$ cat config.mk
export PLATFORM = sky130hd
export DESIGN_NAME = lpcirq_top
export DESIGN_NICKNAME = d
export VERILOG_FILES = /design/src/verilog/lpcirq_pkg.sv /design/src/verilog/lpcirq_sync_fall.sv /design/src/verilog/lpcirq_rx_gate.sv /design/src/verilog/lpcirq_top.sv
export SDC_FILE = /design/constraint.sdc
export NUM_CORES = 1
export LEC_CHECK = 0
export BUFFER_PORTS_ARGS = -buffer_cell sky130_fd_sc_hd__buf_2
export CAP_MARGIN = 20
export CORE_ASPECT_RATIO = 0.75
export CORE_MARGIN = 2
export CORE_UTILIZATION = 48
export CTS_BUF_LIST = sky130_fd_sc_hd__clkbuf_8
export CTS_CLUSTER_DIAMETER = 50
export DETAILED_ROUTE_END_ITERATION = 7
export PLACE_DENSITY = 0.81
export SYNTH_ARGS = -nofsm -noshare
export SYNTH_HDL_FRONTEND = slang
export SYNTH_SLANG_ARGS = --single-unit
$ cat constraint.sdc
create_clock -name CLOCK -period 1.6 [get_ports CLOCK]
set_input_delay 0 -clock CLOCK [delete_from_list [all_inputs] [get_ports CLOCK]]
set_output_delay 0 -clock CLOCK [all_outputs]
set_load 0.005 [all_outputs]
$ cat src/verilog/lpcirq_pkg.sv
package lpcirq_pkg;
   // ****************************************************************
   // Register map (byte addresses)
   // ****************************************************************
   localparam logic [11:0] ADDR_CTRL   = 12'h000;
   localparam logic [11:0] ADDR_STATUS = 12'h004;
   localparam logic [11:0] ADDR_MASK   = 12'h008;
   localparam logic [11:0] ADDR_STATE  = 12'h00c;

   // ****************************************************************
   // Control register fields
   // ****************************************************************
   localparam int RX2_EN_BIT     = 2;
   localparam int RX3_EN_BIT     = 3;
   localparam int ABORT_BIT      = 4;
   localparam int BIDIR_EN_BIT   = 5;
   localparam int HW_SDWN_EN_BIT = 6;
   localparam int SOFT_RST_BIT   = 8;
   localparam int SOFT_SDWN_BIT  = 9;

   // ****************************************************************
   // Event status bits
   // ****************************************************************
   localparam int EV_ABORT = 0;
   localparam int EV_RX2   = 1;
   localparam int EV_RX3   = 2;
   localparam int EV_BIDIR = 3;
   localparam int EV_W     = 4;

   // ****************************************************************
   // Reset values
   // ****************************************************************
   localparam logic [3:0]      CTRL_RESET = 4'h0;
   localparam logic [EV_W-1:0] EV_RESET   = 4'h0;
   localparam logic [EV_W-1:0] MASK_RESET = 4'h0;
endpackage : lpcirq_pkg

$ cat src/verilog/lpcirq_sync_fall.sv
// ****************************************************************
// Two-stage synchroniser with falling-edge pulse
// ****************************************************************
module lpcirq_sync_fall
   import lpcirq_pkg::*;
(
   input  wire logic CLOCK,
   input  wire logic RST,
   input  wire logic CE,
   input  wire logic PIN,
   output logic      LEVEL,
   output logic      FALL
);
   logic stage1;
   logic stage2;
   logic prev;

   // Idle high: a pin high at reset makes no edge, but one held low through reset gives one fall
   always_ff @(posedge CLOCK) begin
      if (RST) begin
         stage1 <= 1'b1;
         stage2 <= 1'b1;
         prev   <= 1'b1;
      end else if (CE) begin
         stage1 <= PIN;
         stage2 <= stage1;
         prev   <= stage2;
      end
   end

   assign LEVEL = stage2;
   assign FALL  = CE & prev & ~stage2;
endmodule : lpcirq_sync_fall

$ cat src/verilog/lpcirq_rx_gate.sv
// ****************************************************************
// Receive interrupt gate: buffer-full AND enable, registered
// ****************************************************************
module lpcirq_rx_gate
   import lpcirq_pkg::*;
(
   input  wire logic CLOCK,
   input  wire logic RST,
   input  wire logic CE,
   input  wire logic FULL,
   input  wire logic ENABLE,
   output logic      IRQ,
   output logic      RISE
);
   logic next_irq;

   // Request follows status, so it holds until the buffer is read
   assign next_irq = FULL & ENABLE; // [RL14]

   always_ff @(posedge CLOCK) begin
      if (RST) begin
         IRQ <= 1'b0;
      end else if (CE) begin
         IRQ <= next_irq;
      end
   end

   assign RISE = CE & next_irq & ~IRQ;
endmodule : lpcirq_rx_gate

$ cat src/verilog/lpcirq_top.sv
// Operation
// (RL1) Falling LFRAME_N during a transfer cycle sets the abort flag.
// (RL2) Writing 1 to the soft reset bit clears the abort flag.
// (RL3) Shutdown enable high and falling LPCPD_N clears the abort flag.
// (RL4) Writing 1 to the soft shutdown bit clears the abort flag.
// (RL5) Rx3 and rx2 enables are read/write bits 3 and 2, reset 0.
// (RL6) Rx3 enable 0 blocks interrupts for input reg 3 and bidir buffer.
// (RL7) Rx3 enable 1, bidir enable 0: only input reg 3 interrupts.
// (RL8) Both enables 1: input reg 3 and bidir buffer interrupt.
// (RL9) Rx2 enable gates input reg 2 interrupt; 1 passes it.
// (RL10) Falling LRESET_N clears the abort flag.
// (RL11) Software clears abort by writing 0 after reading 1; 1 ignored.
// (RL12) Abort flag sits at bit 4, reset value 0, readable.
// (RL13) Any clearing condition beats a simultaneous abort set.
// (RL14) Each request is full status AND enable, held until status clears.
//
// Added by the designer: the AHB-Lite slave port and the placing of the registers.
module lpcirq_top
   import lpcirq_pkg::*;
(
   input  wire logic        CLOCK,
   input  wire logic        RST,
   input  wire logic        CE,
   // AHB-Lite slave
   input  wire logic        HSEL,
   input  wire logic [11:0] HADDR,
   input  wire logic [1:0]  HTRANS,
   input  wire logic        HWRITE,
   input  wire logic [2:0]  HSIZE,
   input  wire logic [31:0] HWDATA,
   input  wire logic        HREADY,
   output logic      [31:0] HRDATA,
   output logic             HREADYOUT,
   output logic             HRESP,
   // LPC pins
   input  wire logic        LFRAME_N,
   input  wire logic        LRESET_N,
   input  wire logic        LPCPD_N,
   // From the LPC cycle engine, same clock
   input  wire logic        LPC_CYCLE_BUSY,
   input  wire logic        RX2_FULL,
   input  wire logic        RX3_FULL,
   input  wire logic        BIDIR_FULL,
   // Interrupt outputs
   output logic             RX2_IRQ,
   output logic             RX3_IRQ,
   output logic             BIDIR_IRQ,
   output logic             IRQ
);
   // ****************************************************************
   // Pin synchronisers
   // ****************************************************************
   // Pins are asynchronous; each passes two flops before any logic
   logic lframe_fall;
   logic lreset_fall;
   logic lpcpd_fall;
   logic lframe_lvl;
   logic lreset_lvl;
   logic lpcpd_lvl;

   lpcirq_sync_fall u_sync_frame (
      .CLOCK (CLOCK),
      .RST   (RST),
      .CE    (CE),
      .PIN   (LFRAME_N),
      .LEVEL (lframe_lvl),
      .FALL  (lframe_fall)
   );

   lpcirq_sync_fall u_sync_reset (
      .CLOCK (CLOCK),
      .RST   (RST),
      .CE    (CE),
      .PIN   (LRESET_N),
      .LEVEL (lreset_lvl),
      .FALL  (lreset_fall)
   );

   lpcirq_sync_fall u_sync_pd (
      .CLOCK (CLOCK),
      .RST   (RST),
      .CE    (CE),
      .PIN   (LPCPD_N),
      .LEVEL (lpcpd_lvl),
      .FALL  (lpcpd_fall)
   );

   // ****************************************************************
   // AHB-Lite slave, zero wait states
   // ****************************************************************
   logic        dp_write;
   logic        dp_read;
   logic [11:0] dp_addr;
   logic        addr_take;

   assign addr_take = CE & HSEL & HREADY & HTRANS[1];

   // Latch address phase; data phase follows in the next cycle
   always_ff @(posedge CLOCK) begin
      if (RST) begin
         dp_write <= 1'b0;
         dp_read  <= 1'b0;
         dp_addr  <= 12'h000;
      end else if (CE) begin
         dp_write <= addr_take & HWRITE;
         dp_read  <= addr_take & ~HWRITE;
         dp_addr  <= HADDR;
      end
   end

   // Never stretches a transfer and never signals an error
   assign HREADYOUT = 1'b1;
   assign HRESP     = 1'b0;

   logic wr_ctrl;
   logic wr_status;
   logic wr_mask;
   logic rd_ctrl;

   // Data-phase strobes: writes to control, status and mask, and control reads
   assign wr_ctrl   = CE & dp_write & (dp_addr == ADDR_CTRL);
   assign wr_status = CE & dp_write & (dp_addr == ADDR_STATUS);
   assign wr_mask   = CE & dp_write & (dp_addr == ADDR_MASK);
   assign rd_ctrl   = CE & dp_read & (dp_addr == ADDR_CTRL);

   // ****************************************************************
   // Control bits
   // ****************************************************************
   logic rx2_irq_enable;
   logic rx3_irq_enable;
   logic bidir_buffer_irq_enable;
   logic hw_shutdown_enable;

   // Enables and shutdown enable; command bits are strobes below
   always_ff @(posedge CLOCK) begin
      if (RST) begin
         {hw_shutdown_enable, bidir_buffer_irq_enable,
          rx3_irq_enable, rx2_irq_enable} <= CTRL_RESET; // [RL5]
      end else if (wr_ctrl) begin
         rx2_irq_enable          <= HWDATA[RX2_EN_BIT]; // [RL5]
         rx3_irq_enable          <= HWDATA[RX3_EN_BIT]; // [RL5]
         bidir_buffer_irq_enable <= HWDATA[BIDIR_EN_BIT];
         hw_shutdown_enable      <= HWDATA[HW_SDWN_EN_BIT];
      end
   end

   // Self-clearing command bits; they act in the write cycle only
   logic lpc_soft_reset_bit;
   logic soft_shutdown_bit;

   assign lpc_soft_reset_bit = wr_ctrl & HWDATA[SOFT_RST_BIT];
   assign soft_shutdown_bit  = wr_ctrl & HWDATA[SOFT_SDWN_BIT];

   // ****************************************************************
   // Abort flag
   // ****************************************************************
   logic transfer_abort_flag;
   logic abort_seen;
   logic abort_set;
   logic abort_clr;
   logic sw_clear;

   // Read-1 arms the software clear, so a blind write of 0 is ignored
   always_ff @(posedge CLOCK) begin
      if (RST) begin
         abort_seen <= 1'b0;
      end else if (CE) begin
         if (rd_ctrl & transfer_abort_flag) begin
            abort_seen <= 1'b1; // [RL11]
         end else if (~transfer_abort_flag) begin
            abort_seen <= 1'b0;
         end
      end
   end

   assign sw_clear  = wr_ctrl & abort_seen & ~HWDATA[ABORT_BIT]; // [RL11]
   assign abort_set = lframe_fall & LPC_CYCLE_BUSY; // [RL1]
   assign abort_clr = lreset_fall                   // [RL10]
                    | lpc_soft_reset_bit            // [RL2]
                    | (hw_shutdown_enable & lpcpd_fall) // [RL3]
                    | soft_shutdown_bit             // [RL4]
                    | sw_clear;

   // Clear beats a concurrent set so reset/shutdown always ends at 0
   always_ff @(posedge CLOCK) begin
      if (RST) begin
         transfer_abort_flag <= 1'b0; // [RL12]
      end else if (CE) begin
         if (abort_clr) begin
            transfer_abort_flag <= 1'b0; // [RL13]
         end else if (abort_set) begin
            transfer_abort_flag <= 1'b1; // [RL1]
         end
      end
   end

   // ****************************************************************
   // Receive interrupt gating
   // ****************************************************************
   // Rise pulses feed the sticky status; the levels go straight out
   logic rx2_rise;
   logic rx3_rise;
   logic bidir_rise;

   lpcirq_rx_gate u_gate_rx2 (
      .CLOCK  (CLOCK),
      .RST    (RST),
      .CE     (CE),
      .FULL   (RX2_FULL),
      .ENABLE (rx2_irq_enable), // [RL9]
      .IRQ    (RX2_IRQ),
      .RISE   (rx2_rise)
   );

   lpcirq_rx_gate u_gate_rx3 (
      .CLOCK  (CLOCK),
      .RST    (RST),
      .CE     (CE),
      .FULL   (RX3_FULL),
      .ENABLE (rx3_irq_enable), // [RL6] [RL7]
      .IRQ    (RX3_IRQ),
      .RISE   (rx3_rise)
   );

   // Bidir buffer needs both its own and the channel 3 enable
   lpcirq_rx_gate u_gate_bidir (
      .CLOCK  (CLOCK),
      .RST    (RST),
      .CE     (CE),
      .FULL   (BIDIR_FULL),
      .ENABLE (rx3_irq_enable & bidir_buffer_irq_enable), // [RL6] [RL7] [RL8]
      .IRQ    (BIDIR_IRQ),
      .RISE   (bidir_rise)
   );

   // ****************************************************************
   // Sticky event status, mask and combined interrupt
   // ****************************************************************
   logic [EV_W-1:0] ev_status;
   logic [EV_W-1:0] ev_mask;
   logic [EV_W-1:0] ev_hit;
   logic [EV_W-1:0] ev_w1c;

   assign ev_hit[EV_ABORT] = abort_set & ~abort_clr;
   assign ev_hit[EV_RX2]   = rx2_rise;
   assign ev_hit[EV_RX3]   = rx3_rise;
   assign ev_hit[EV_BIDIR] = bidir_rise;
   assign ev_w1c = wr_status ? HWDATA[EV_W-1:0] : EV_RESET;

   // New events win over a write-one-to-clear in the same cycle
   always_ff @(posedge CLOCK) begin
      if (RST) begin
         ev_status <= EV_RESET;
      end else if (CE) begin
         ev_status <= (ev_status & ~ev_w1c) | ev_hit;
      end
   end

   // Mask register, same layout as status
   always_ff @(posedge CLOCK) begin
      if (RST) begin
         ev_mask <= MASK_RESET;
      end else if (wr_mask) begin
         ev_mask <= HWDATA[EV_W-1:0];
      end
   end

   // Level interrupt, high while any unmasked event stands
   assign IRQ = |(ev_status & ev_mask);

   // ****************************************************************
   // Read data, registered in the address phase
   // ****************************************************************
   logic [31:0] next_rdata;

   always_comb begin
      next_rdata = 32'h0000_0000;
      unique case (HADDR)
         ADDR_CTRL: begin
            next_rdata[RX2_EN_BIT]     = rx2_irq_enable;
            next_rdata[RX3_EN_BIT]     = rx3_irq_enable;
            next_rdata[ABORT_BIT]      = transfer_abort_flag; // [RL12]
            next_rdata[BIDIR_EN_BIT]   = bidir_buffer_irq_enable;
            next_rdata[HW_SDWN_EN_BIT] = hw_shutdown_enable;
         end
         ADDR_STATUS: next_rdata[EV_W-1:0] = ev_status;
         ADDR_MASK:   next_rdata[EV_W-1:0] = ev_mask;
         ADDR_STATE: begin
            next_rdata[0] = lframe_lvl;
            next_rdata[1] = lreset_lvl;
            next_rdata[2] = lpcpd_lvl;
            next_rdata[3] = LPC_CYCLE_BUSY;
         end
         default: next_rdata = 32'h0000_0000;
      endcase
   end

   // Loaded at the address edge so data stands through the data phase
   always_ff @(posedge CLOCK) begin
      if (RST) begin
         HRDATA <= 32'h0000_0000;
      end else if (addr_take & ~HWRITE) begin
         HRDATA <= next_rdata;
      end
   end
endmodule : lpcirq_top

[Word level (Yosys, flattened, before mapping)]
Index checks and enable logic that the tools add are counted.
Cells by class
  equal/unequal tests: 6
  muxes and demuxes: 8
  bitwise logic cells: 52
  reductions and logical operators: 6
Operators with widths (number)
  equality test 12 x 4 -> 1 bit, second input constant: 3
  bitwise AND 1 bit: 35
  equality test 12 x 3 -> 1 bit, second input constant: 2
  zero test 12 bit: 2
  NOT 1 bit: 9
  bitwise AND 4 bit: 2
  one-hot mux 2 bit (4 select lines): 1
  one-hot mux 2 bit (3 select lines): 1
  two-way mux 1 bit: 4
  two-way mux 4 bit: 1
  NOT 4 bit: 1
  OR 1 bit: 4
  OR 4 bit: 1
  AND reduction 2 bit: 2
  OR reduction 4 bit: 1
  two-way mux 3 bit: 1
  != test 2 x 1 -> 1 bit, second input constant: 1
  nonzero test 2 bit: 1
Storage, ports and cells
  flip-flop bits (word level): 47
  input port bits: 62
  output and inout port bits: 38

[Depth between registers and ports, before layout]
Gate-level depths: netlist of the first run.
  word-level depth: 10
  mapped depth: 5
  gate-level depth less buffers: 4

[Hierarchy]
From an unflattened synthesis of the first run, not the netlist that was laid out.
Second synthesis, totals
  cells, all modules: 240
  area, all modules: 2278.4 um^2
Modules (own cells, without submodules)
  lpcirq_top: instances 1, cells each 195, area each 1779.2 um^2
  lpcirq_sync_fall: instances 3, cells each 10, area each 115.1 um^2
  lpcirq_rx_gate: instances 3, cells each 5, area each 51.3 um^2

[Worst setup path before layout of the first run]
No wires, ideal clock.
  kind: register to register
  start point: register dp_addr[1]
  end point: register ev_status[3]
  setup time: 0.131 ns
  arrival time: 1.183 ns
  required time: 1.469 ns
  setup slack: 0.286 ns
  cell stages (with the launch flop): 5
  path buffers: 0
  clock period less this slack: 1.314 ns
  cells stage by stage: dfxtp_1 -> nor4_4 -> nand4_1 -> nor4b_1 -> nor3_1
Between the ends
  word-level cells in the longest chain between the ends: 6
RTL lines
  from (decl): RTL line lpcirq_top.sv:93  | logic [11:0] dp_addr;
  from (signal assigned): RTL line lpcirq_top.sv:103  | dp_addr <= 12'h000;
  from (signal assigned): RTL line lpcirq_top.sv:107  | dp_addr <= HADDR;
  equality test 12 x 3 -> 1 bit: RTL line lpcirq_top.sv:122  | assign wr_status = CE & dp_write & (dp_addr == ADDR_STATUS);
  bitwise AND 1 bit: RTL line lpcirq_top.sv:122
  two-way mux 4 bit: RTL line lpcirq_top.sv:248  | assign ev_w1c = wr_status ? HWDATA[EV_W-1:0] : EV_RESET;
  NOT 4 bit: RTL line lpcirq_top.sv:255  | ev_status <= (ev_status & ~ev_w1c) | ev_hit;
  bitwise AND 4 bit: RTL line lpcirq_top.sv:255
  OR 4 bit: RTL line lpcirq_top.sv:255
  to (signal assigned): RTL line lpcirq_top.sv:255
  to (decl): RTL line lpcirq_top.sv:239  | logic [EV_W-1:0] ev_status;
Every way passes these cells.
A chain may end at the register's enable or synchronous reset.

[Final worst setup path of the first run]
  start point: register dp_addr[5]
  end point: register ev_status[0]
Between the ends
  word-level cells in the longest chain between the ends: 10
RTL lines
  zero test 12 bit: RTL line lpcirq_top.sv:121  | assign wr_ctrl = CE & dp_write & (dp_addr == ADDR_CTRL);
  bitwise AND 1 bit: RTL line lpcirq_top.sv:121
  bitwise AND 1 bit: RTL line lpcirq_top.sv:151  | assign lpc_soft_reset_bit = wr_ctrl & HWDATA[SOFT_RST_BIT];
  OR 1 bit: RTL line lpcirq_top.sv:179  | | lpc_soft_reset_bit
  OR 1 bit: RTL line lpcirq_top.sv:180  | | (hw_shutdown_enable & lpcpd_fall)
  OR 1 bit: RTL line lpcirq_top.sv:181  | | soft_shutdown_bit
  OR 1 bit: RTL line lpcirq_top.sv:182  | | sw_clear;
  NOT 1 bit: RTL line lpcirq_top.sv:244  | assign ev_hit[EV_ABORT] = abort_set & ~abort_clr;
  bitwise AND 1 bit: RTL line lpcirq_top.sv:244
  OR 4 bit *: RTL line lpcirq_top.sv:255
Mark *: on every way between the ends. The rest lies on a longest branch, timed or not.

==> flow_metrics.env, run 1 <==
export IMPL_clock_root_buffer="clkbuf_8"
export IMPL_drt_first_pass_iters=4
export IMPL_endpoint_kind="register"
export IMPL_ys_seq_area_share_pct=42.5
export IMPL_outcome="complete, no violations"
export IMPL_crit_fanout=5
export IMPL_finalSetupViolations=0
export IMPL_fin_skew_ps=3.24
export IMPL_syn2layout_area_growth_pct=21.8
export IMPL_hold_path_class="in2reg"
export IMPL_core_area_mm2=0.00444
export IMPL_die_height_um=62.8
export IMPL_cts_buffer_depth=2
export IMPL_start_kind="register"
export IMPL_yosys_top_cells_area="dfxtp_1 (42%), mux2i_1 (12%), buf_4 (9.2%), nor2_1 (4.4%), nand2_1 (2.7%)"
export IMPL_p_per_area_mw_per_mm2=807
export IMPL_drive_gt1_share_pct=22.9
export IMPL_synth_distinct_cells=44
export IMPL_antenna_cells=0
export IMPL_grt_ovfl_total=0
export IMPL_synthTopCellsByCount="dfxtp_1 (47), buf_4 (27), mux2i_1 (26), nor2_1 (26), nand2_1 (16)"
export IMPL_ctsHtreeMaxLevel=2
export IMPL_critPathKind="reg2reg"
export IMPL_wl_per_cell_um=13.2
export IMPL_rsz0062_at_grt="true"
export IMPL_cts_resized=0
export IMPL_synth_cells=225
export IMPL_grt_max_degree=34
export IMPL_synth_ff_type="dfxtp_1"
export IMPL_yosys_warnings=0
export IMPL_cpMaxStageDelayCell="nor4_4"
export IMPL_grtUsageTotal_pct=19.4
export IMPL_peakVddDrop_mv=0.614
export IMPL_slew_violations=0
export IMPL_hold_violations=0
export IMPL_synth_top_area_share_pct=42.5
export IMPL_cts_sinks=47
export IMPL_max_freq_mhz=647
export IMPL_required_ps=1780
export IMPL_synth_area_leader_cell="dfxtp_1"
export IMPL_synth_most_common_cell="dfxtp_1"
export IMPL_post_cts_setup_buffer_count=0
export IMPL_cts_tree="done"
export IMPL_drtAntennaViolNets=0
export IMPL_totalWireLength_um=4600
export IMPL_synth_seq_cells=47
export IMPL_io_buffers=45
export IMPL_fin_tns_setup_ps=0
export IMPL_synth_edff_count=0
export IMPL_cap_violations=0
export IMPL_antenna_found_initial=0
export IMPL_placementRows=21
export IMPL_initial_core_util_pct=49.9
export IMPL_vias_per_cell=4.95
export IMPL_drtIter0Drc=71
export IMPL_fin_crit_ps=1540
export IMPL_die_w_um=82.4
export IMPL_min_period_over_period_pct=96.5
export IMPL_grt_pass1_vias=1690
export IMPL_io_pins=100
export IMPL_critPathMaxStageDelay_ps=420
export IMPL_hpwlAfterDp_um=3320
export IMPL_num_vias=1734
export IMPL_numCtsBuffers=5
export IMPL_dp_slack_ps=95.6
export IMPL_crit_chain="nor4_4 > nand4_2 > nor2_1 > o31ai_1"
export IMPL_synth_area_per_cell_um2=9.84
export IMPL_async_flop_share_pct=0
export IMPL_route_detailed_drc=0
export IMPL_die_area_mm2=0.00518
export IMPL_layout_nets=354
export IMPL_clock_latency_ps=300
export IMPL_setup_ws_ps=55.4
export IMPL_gp_congestion=0.786
export IMPL_clkSlewWorstSetupHoldPaths_ps=80
export IMPL_syn_cell_area_mm2=0.00221
export IMPL_p_leak_nw=1.29
export IMPL_cp_arrival_ps=1730
export IMPL_grt_pass1_wl_um=7710
## state kept, by name, summed over array words and instances (netlist names), 4 cells and up
name       cells
ev_status      4
HRDATA         7
dp_addr       12
ev_mask        4
## power breakdown
| group | internal, mW | leakage (nW) | switching (mW) |
|---|---|---|---|
| Sequential | 1.20 | 0.383 | 0.0293 |
| Combinational | 0.141 | 0.861 | 0.134 |
| Clock | 0.294 | 0.0505 | 0.378 |
## cell usage in the layout (no fill, tap or decap), types with 2 or more instances in the layout
master	Yosys	final
nor4_1	2	2
o31ai_1	3	3
nand2_1	16	16
buf_2	4	45
mux4_2	2	2
a32o_1	3	3
nor2_1	26	26
nand4b_1	2	2
mux2i_1	26	26
dlygate4sd3_1	0	23
nor4_4	2	2
o21ai_0	2	2
o211ai_1	3	3
dfxtp_1	47	47
buf_4	27	3
nand3_1	4	4
nand4_1	3	3
inv_1	7	9
clkbuf_8	1	5
a22oi_1	2	2
nor3_1	2	2
a22o_1	6	6
mux2_2	2	2
nor2b_1	2	2
nand4_2	2	2
conb_1	2	27
a21oi_1	7	7
## metal layers
metal | routed length [um] | part of all wire [%] | vias up | GRT usage, %
li1 | - | - | 874 | -
met1 | 2210 | 48 | 809 | 26.0
met3 | 286 | 6.2 | 0 | 5.78
met5 | 0 | 0 | - | 0
met4 | 0 | 0 | 0 | 3.75
met2 | 2110 | 46 | 51 | 30.8
## kinds of logic (layout without fill, tap and decap cells)
logic type             count (synthesis)  after routing  synth area share (%)
and+or+nand+nor                       72             72                  19.3
DFF                                   47             47                  42.5
buffers and inverters                 44             87                  13.1
AOI/OAI and AO/OA                     30             30                  10.0
muxes                                 30             30                  14.8
other                                  2             27                 0.339
## critical path: cells and delay by family (launching register included)
| kind | cells | cell delay (ps) |
|---|---|---|
| flops | 1 | 340 |
| compound gates | 1 | 110 |
| simple gates | 3 | 980 |
## through the flow
stage	cells	hold slack [ps]	cell area (um2)	power, mW	util [%]
2_1_floorplan	250	127	2310	1.45	-
3_3_place_gp	319	223	2380	1.48	53.7
3_5_place_dp	319	222	2380	1.49	53.7
4_1_cts	350	14.2	2700	2.19	60.7
5_1_grt	350	11.6	2700	2.28	60.7
6_report	350	24.3	2700	2.18	60.7
## repair_timing
action                                  CTS  global route
endpoints found under the setup margin    0             3
hold buffers                             23             0
hold endpoints to repair                 27             0
## cell type report
class | instances | area (um2)
clock buffers | 5 | 68.8
repair buffers | 72 | 498
flip-flops and latches | 47 | 941
well taps | 57 | 71.3
multi-input cells | 159 | 1080
inverters | 7 | 26.3
fillers | 400 | 1740
clock inverters | 3 | 12.5
## final timing paths
path,start,to,slack (ps),depth (start not counted)
max,dp_addr[5]$_SDFFE_PP0P_,ev_status[0]$_SDFFE_PP0P_,60,4
min,LPC_CYCLE_BUSY,ev_status[0]$_SDFFE_PP0P_,20,3
max reg2reg,dp_addr[5]$_SDFFE_PP0P_,ev_status[0]$_SDFFE_PP0P_,60,4
min reg2reg,dp_read$_SDFFE_PP0P_,dp_read$_SDFFE_PP0P_,470,2
No activity file was read; power rests on OpenSTA's default activity.
==> run 2, diff against run 1 <==
--- a/config.mk
+++ b/config.mk
@@ -5,14 +5,16 @@
 export SDC_FILE = /design/constraint.sdc
 export NUM_CORES = 1
 export LEC_CHECK = 0
+export ABC_AREA = 0
 export BUFFER_PORTS_ARGS = -buffer_cell sky130_fd_sc_hd__buf_2
 export CAP_MARGIN = 20
 export CORE_ASPECT_RATIO = 0.75
-export CORE_MARGIN = 2
+export CORE_MARGIN = 5
 export CORE_UTILIZATION = 48
 export CTS_BUF_LIST = sky130_fd_sc_hd__clkbuf_8
 export CTS_CLUSTER_DIAMETER = 50
 export DETAILED_ROUTE_END_ITERATION = 7
+export GPL_TIMING_DRIVEN = 0
 export PLACE_DENSITY = 0.81
 export SYNTH_ARGS = -nofsm -noshare
 export SYNTH_HDL_FRONTEND = slang
==> run 2 against run 1 <==
Cell area up 9.8%. Combinational power up 21%. Fmax down 2.1%. Clock skew up 4.4 ps. Die area up 18%. Critical path depth unchanged. Register-to-register slack worse by 30 ps. Core utilization up 5.6 points. Clock power up 35%. Sequential share of layout area down 3.1 points. Sequential power about the same. Highest routed layer is now met4. Largest power group unchanged. First-iteration DRC count up 56%.
==> flow_metrics.env, run 2 (same netlist as run 1, synthesis figures left out) <==
export IMPL_hold_slack_ps=28.5
export IMPL_rsz0062_at_grt="true"
export IMPL_wl_met1_um=2300
export IMPL_drtIter0Drc=111
export IMPL_wl_per_cell_um=14.1
export IMPL_hold_violations=0
export IMPL_grt_ovfl_total=0
export IMPL_regMostFlops="dp_addr"
export IMPL_grt_pass1_vias=1833
export IMPL_final_cell_mix="dfxtp_1 (47), buf_2 (47), buf_4 (28)"
export IMPL_largest_reg_flops=12
export IMPL_finalSetupViolations=0
export IMPL_cts_sinks=47
export IMPL_outcome="complete, no violations"
export IMPL_route_detailed_drc=0
export IMPL_p_per_area_mw_per_mm2=833
export IMPL_initial_core_util_pct=49.6
export IMPL_drive_gt1_share_pct=29.8
export IMPL_fin_skew_ps=7.62
export IMPL_totalWireLength_um=5400
export IMPL_p_leak_nw=1.46
export IMPL_final_cells=383
export IMPL_die_height_um=68.8
export IMPL_drtAntennaViolNets=0
export IMPL_cts_buffer_depth=2
export IMPL_syn2layout_area_growth_pct=33.7
export IMPL_peakVddDrop_mv=0.589
export IMPL_routed_wl_met3_um=425
export IMPL_critPathKind="reg2reg"
export IMPL_ctsHtreeMaxLevel=2
export IMPL_cp_arrival_ps=1760
export IMPL_clock_root_buffer="clkbuf_8"
export IMPL_layout_nets=387
export IMPL_start_kind="register"
export IMPL_core_area_mm2=0.00447
export IMPL_io_pins=100
export IMPL_die_w_um=88.4
export IMPL_largestRegisters="dp_addr x12, HRDATA x7"
export IMPL_hpwlAfterDp_um=3920
export IMPL_route_met2_wl_um=2620
export IMPL_drt_first_pass_iters=4
export IMPL_dp_slack_ps=71.5
export IMPL_max_freq_mhz=634
export IMPL_min_period_over_period_pct=98.6
export IMPL_grtUsageTotal_pct=19.0
export IMPL_hold_path_class="in2reg"
export IMPL_highest_layer="met4"
export IMPL_clock_latency_ps=300
export IMPL_fin_crit_ps=1580
export IMPL_setup_ws_ps=21.7
export IMPL_required_ps=1780
export IMPL_antenna_cells=0
export IMPL_cap_violations=0
export IMPL_vias_per_cell=4.95
export IMPL_placed_cells=350
export IMPL_numCtsBuffers=5
export IMPL_cts_tree="done"
export IMPL_placementRows=21
export IMPL_slew_violations=0
export IMPL_endpoint_kind="register"
export IMPL_io_buffers=43
export IMPL_cts_resized=0
export IMPL_antenna_found_initial=0
export IMPL_totalPowerFinal_mw=2.47
export IMPL_grt_pass1_wl_um=8750
export IMPL_crit_fanout=5
export IMPL_gp_congestion=0.819
export IMPL_grt_max_degree=15
export IMPL_die_area_mm2=0.00609
export IMPL_num_vias=1896
export IMPL_clkSlewWorstSetupHoldPaths_ps=90
## run 2: cell count changes in the layout (fill, tap and decap cells not counted), moves of 2 or more
cell | previous run | this run
inv_1 | 9 | 7
clkbuf_1 | 0 | 2
buf_1 | 0 | 2
buf_4 | 3 | 28
clkbuf_8 | 5 | 7
buf_2 | 45 | 47
## run 2: through the flow
step	instance area, um2	TNS [ps]	util, %
finish	2960	0	66.3
global route	2960	-24.9	66.3
CTS	2950	0	66.1
detailed placement	2590	0	58.1
global placement	2590	0	58.1
floorplan	2310	0	-
## run 2: critical path: stages (launching register included)
cell and delay (ps):
dfxtp_1 340, nor4_4 450, nand4_2 320, nor2_1 230, o31ai_1 100
## run 2: layout make-up
cell class / count / area, um2
plain buffers: 37 / 263
clock buffers: 6 / 82.6
clock inverters: 2 / 35.0
fillers: 383 / 1510
inverters: 7 / 26.3
multi-input cells: 159 / 1080
flip-flops and latches: 47 / 941
well taps: 57 / 71.3
repair buffers: 68 / 463
## run 2: per-layer routing
layer | up-vias | global-route usage, %
met3 | 9 | 4.99
met2 | 69 | 32.6
met1 | 877 | 23.7
met5 | - | 0
li1 | 941 | -
met4 | 0 | 5.66
## run 2: final timing paths
path	from	end	slack, ps	cells after the start
hold reg to reg	dp_read$_SDFFE_PP0P_	dp_read$_SDFFE_PP0P_	480	2
setup reg to reg	dp_addr[5]$_SDFFE_PP0P_	ev_status[0]$_SDFFE_PP0P_	20	4
hold / removal	LPC_CYCLE_BUSY	ev_status[0]$_SDFFE_PP0P_	30	3
setup / recovery	dp_addr[5]$_SDFFE_PP0P_	ev_status[0]$_SDFFE_PP0P_	20	4
## run 2: report_power, final
group          total [mW]  internal, mW  switching [mW]  leakage [nW]
sequential           1.23          1.20          0.0308         0.383
clock               0.905         0.506           0.399        0.0612
combinational       0.333         0.184           0.148          1.02
## run 2: what timing repair did
action / in CTS / in global routing
hold endpoints to repair: 27 / 0
setup buffers: 0 / 1
endpoints found under the setup margin: 0 / 2
hold buffers: 24 / 0
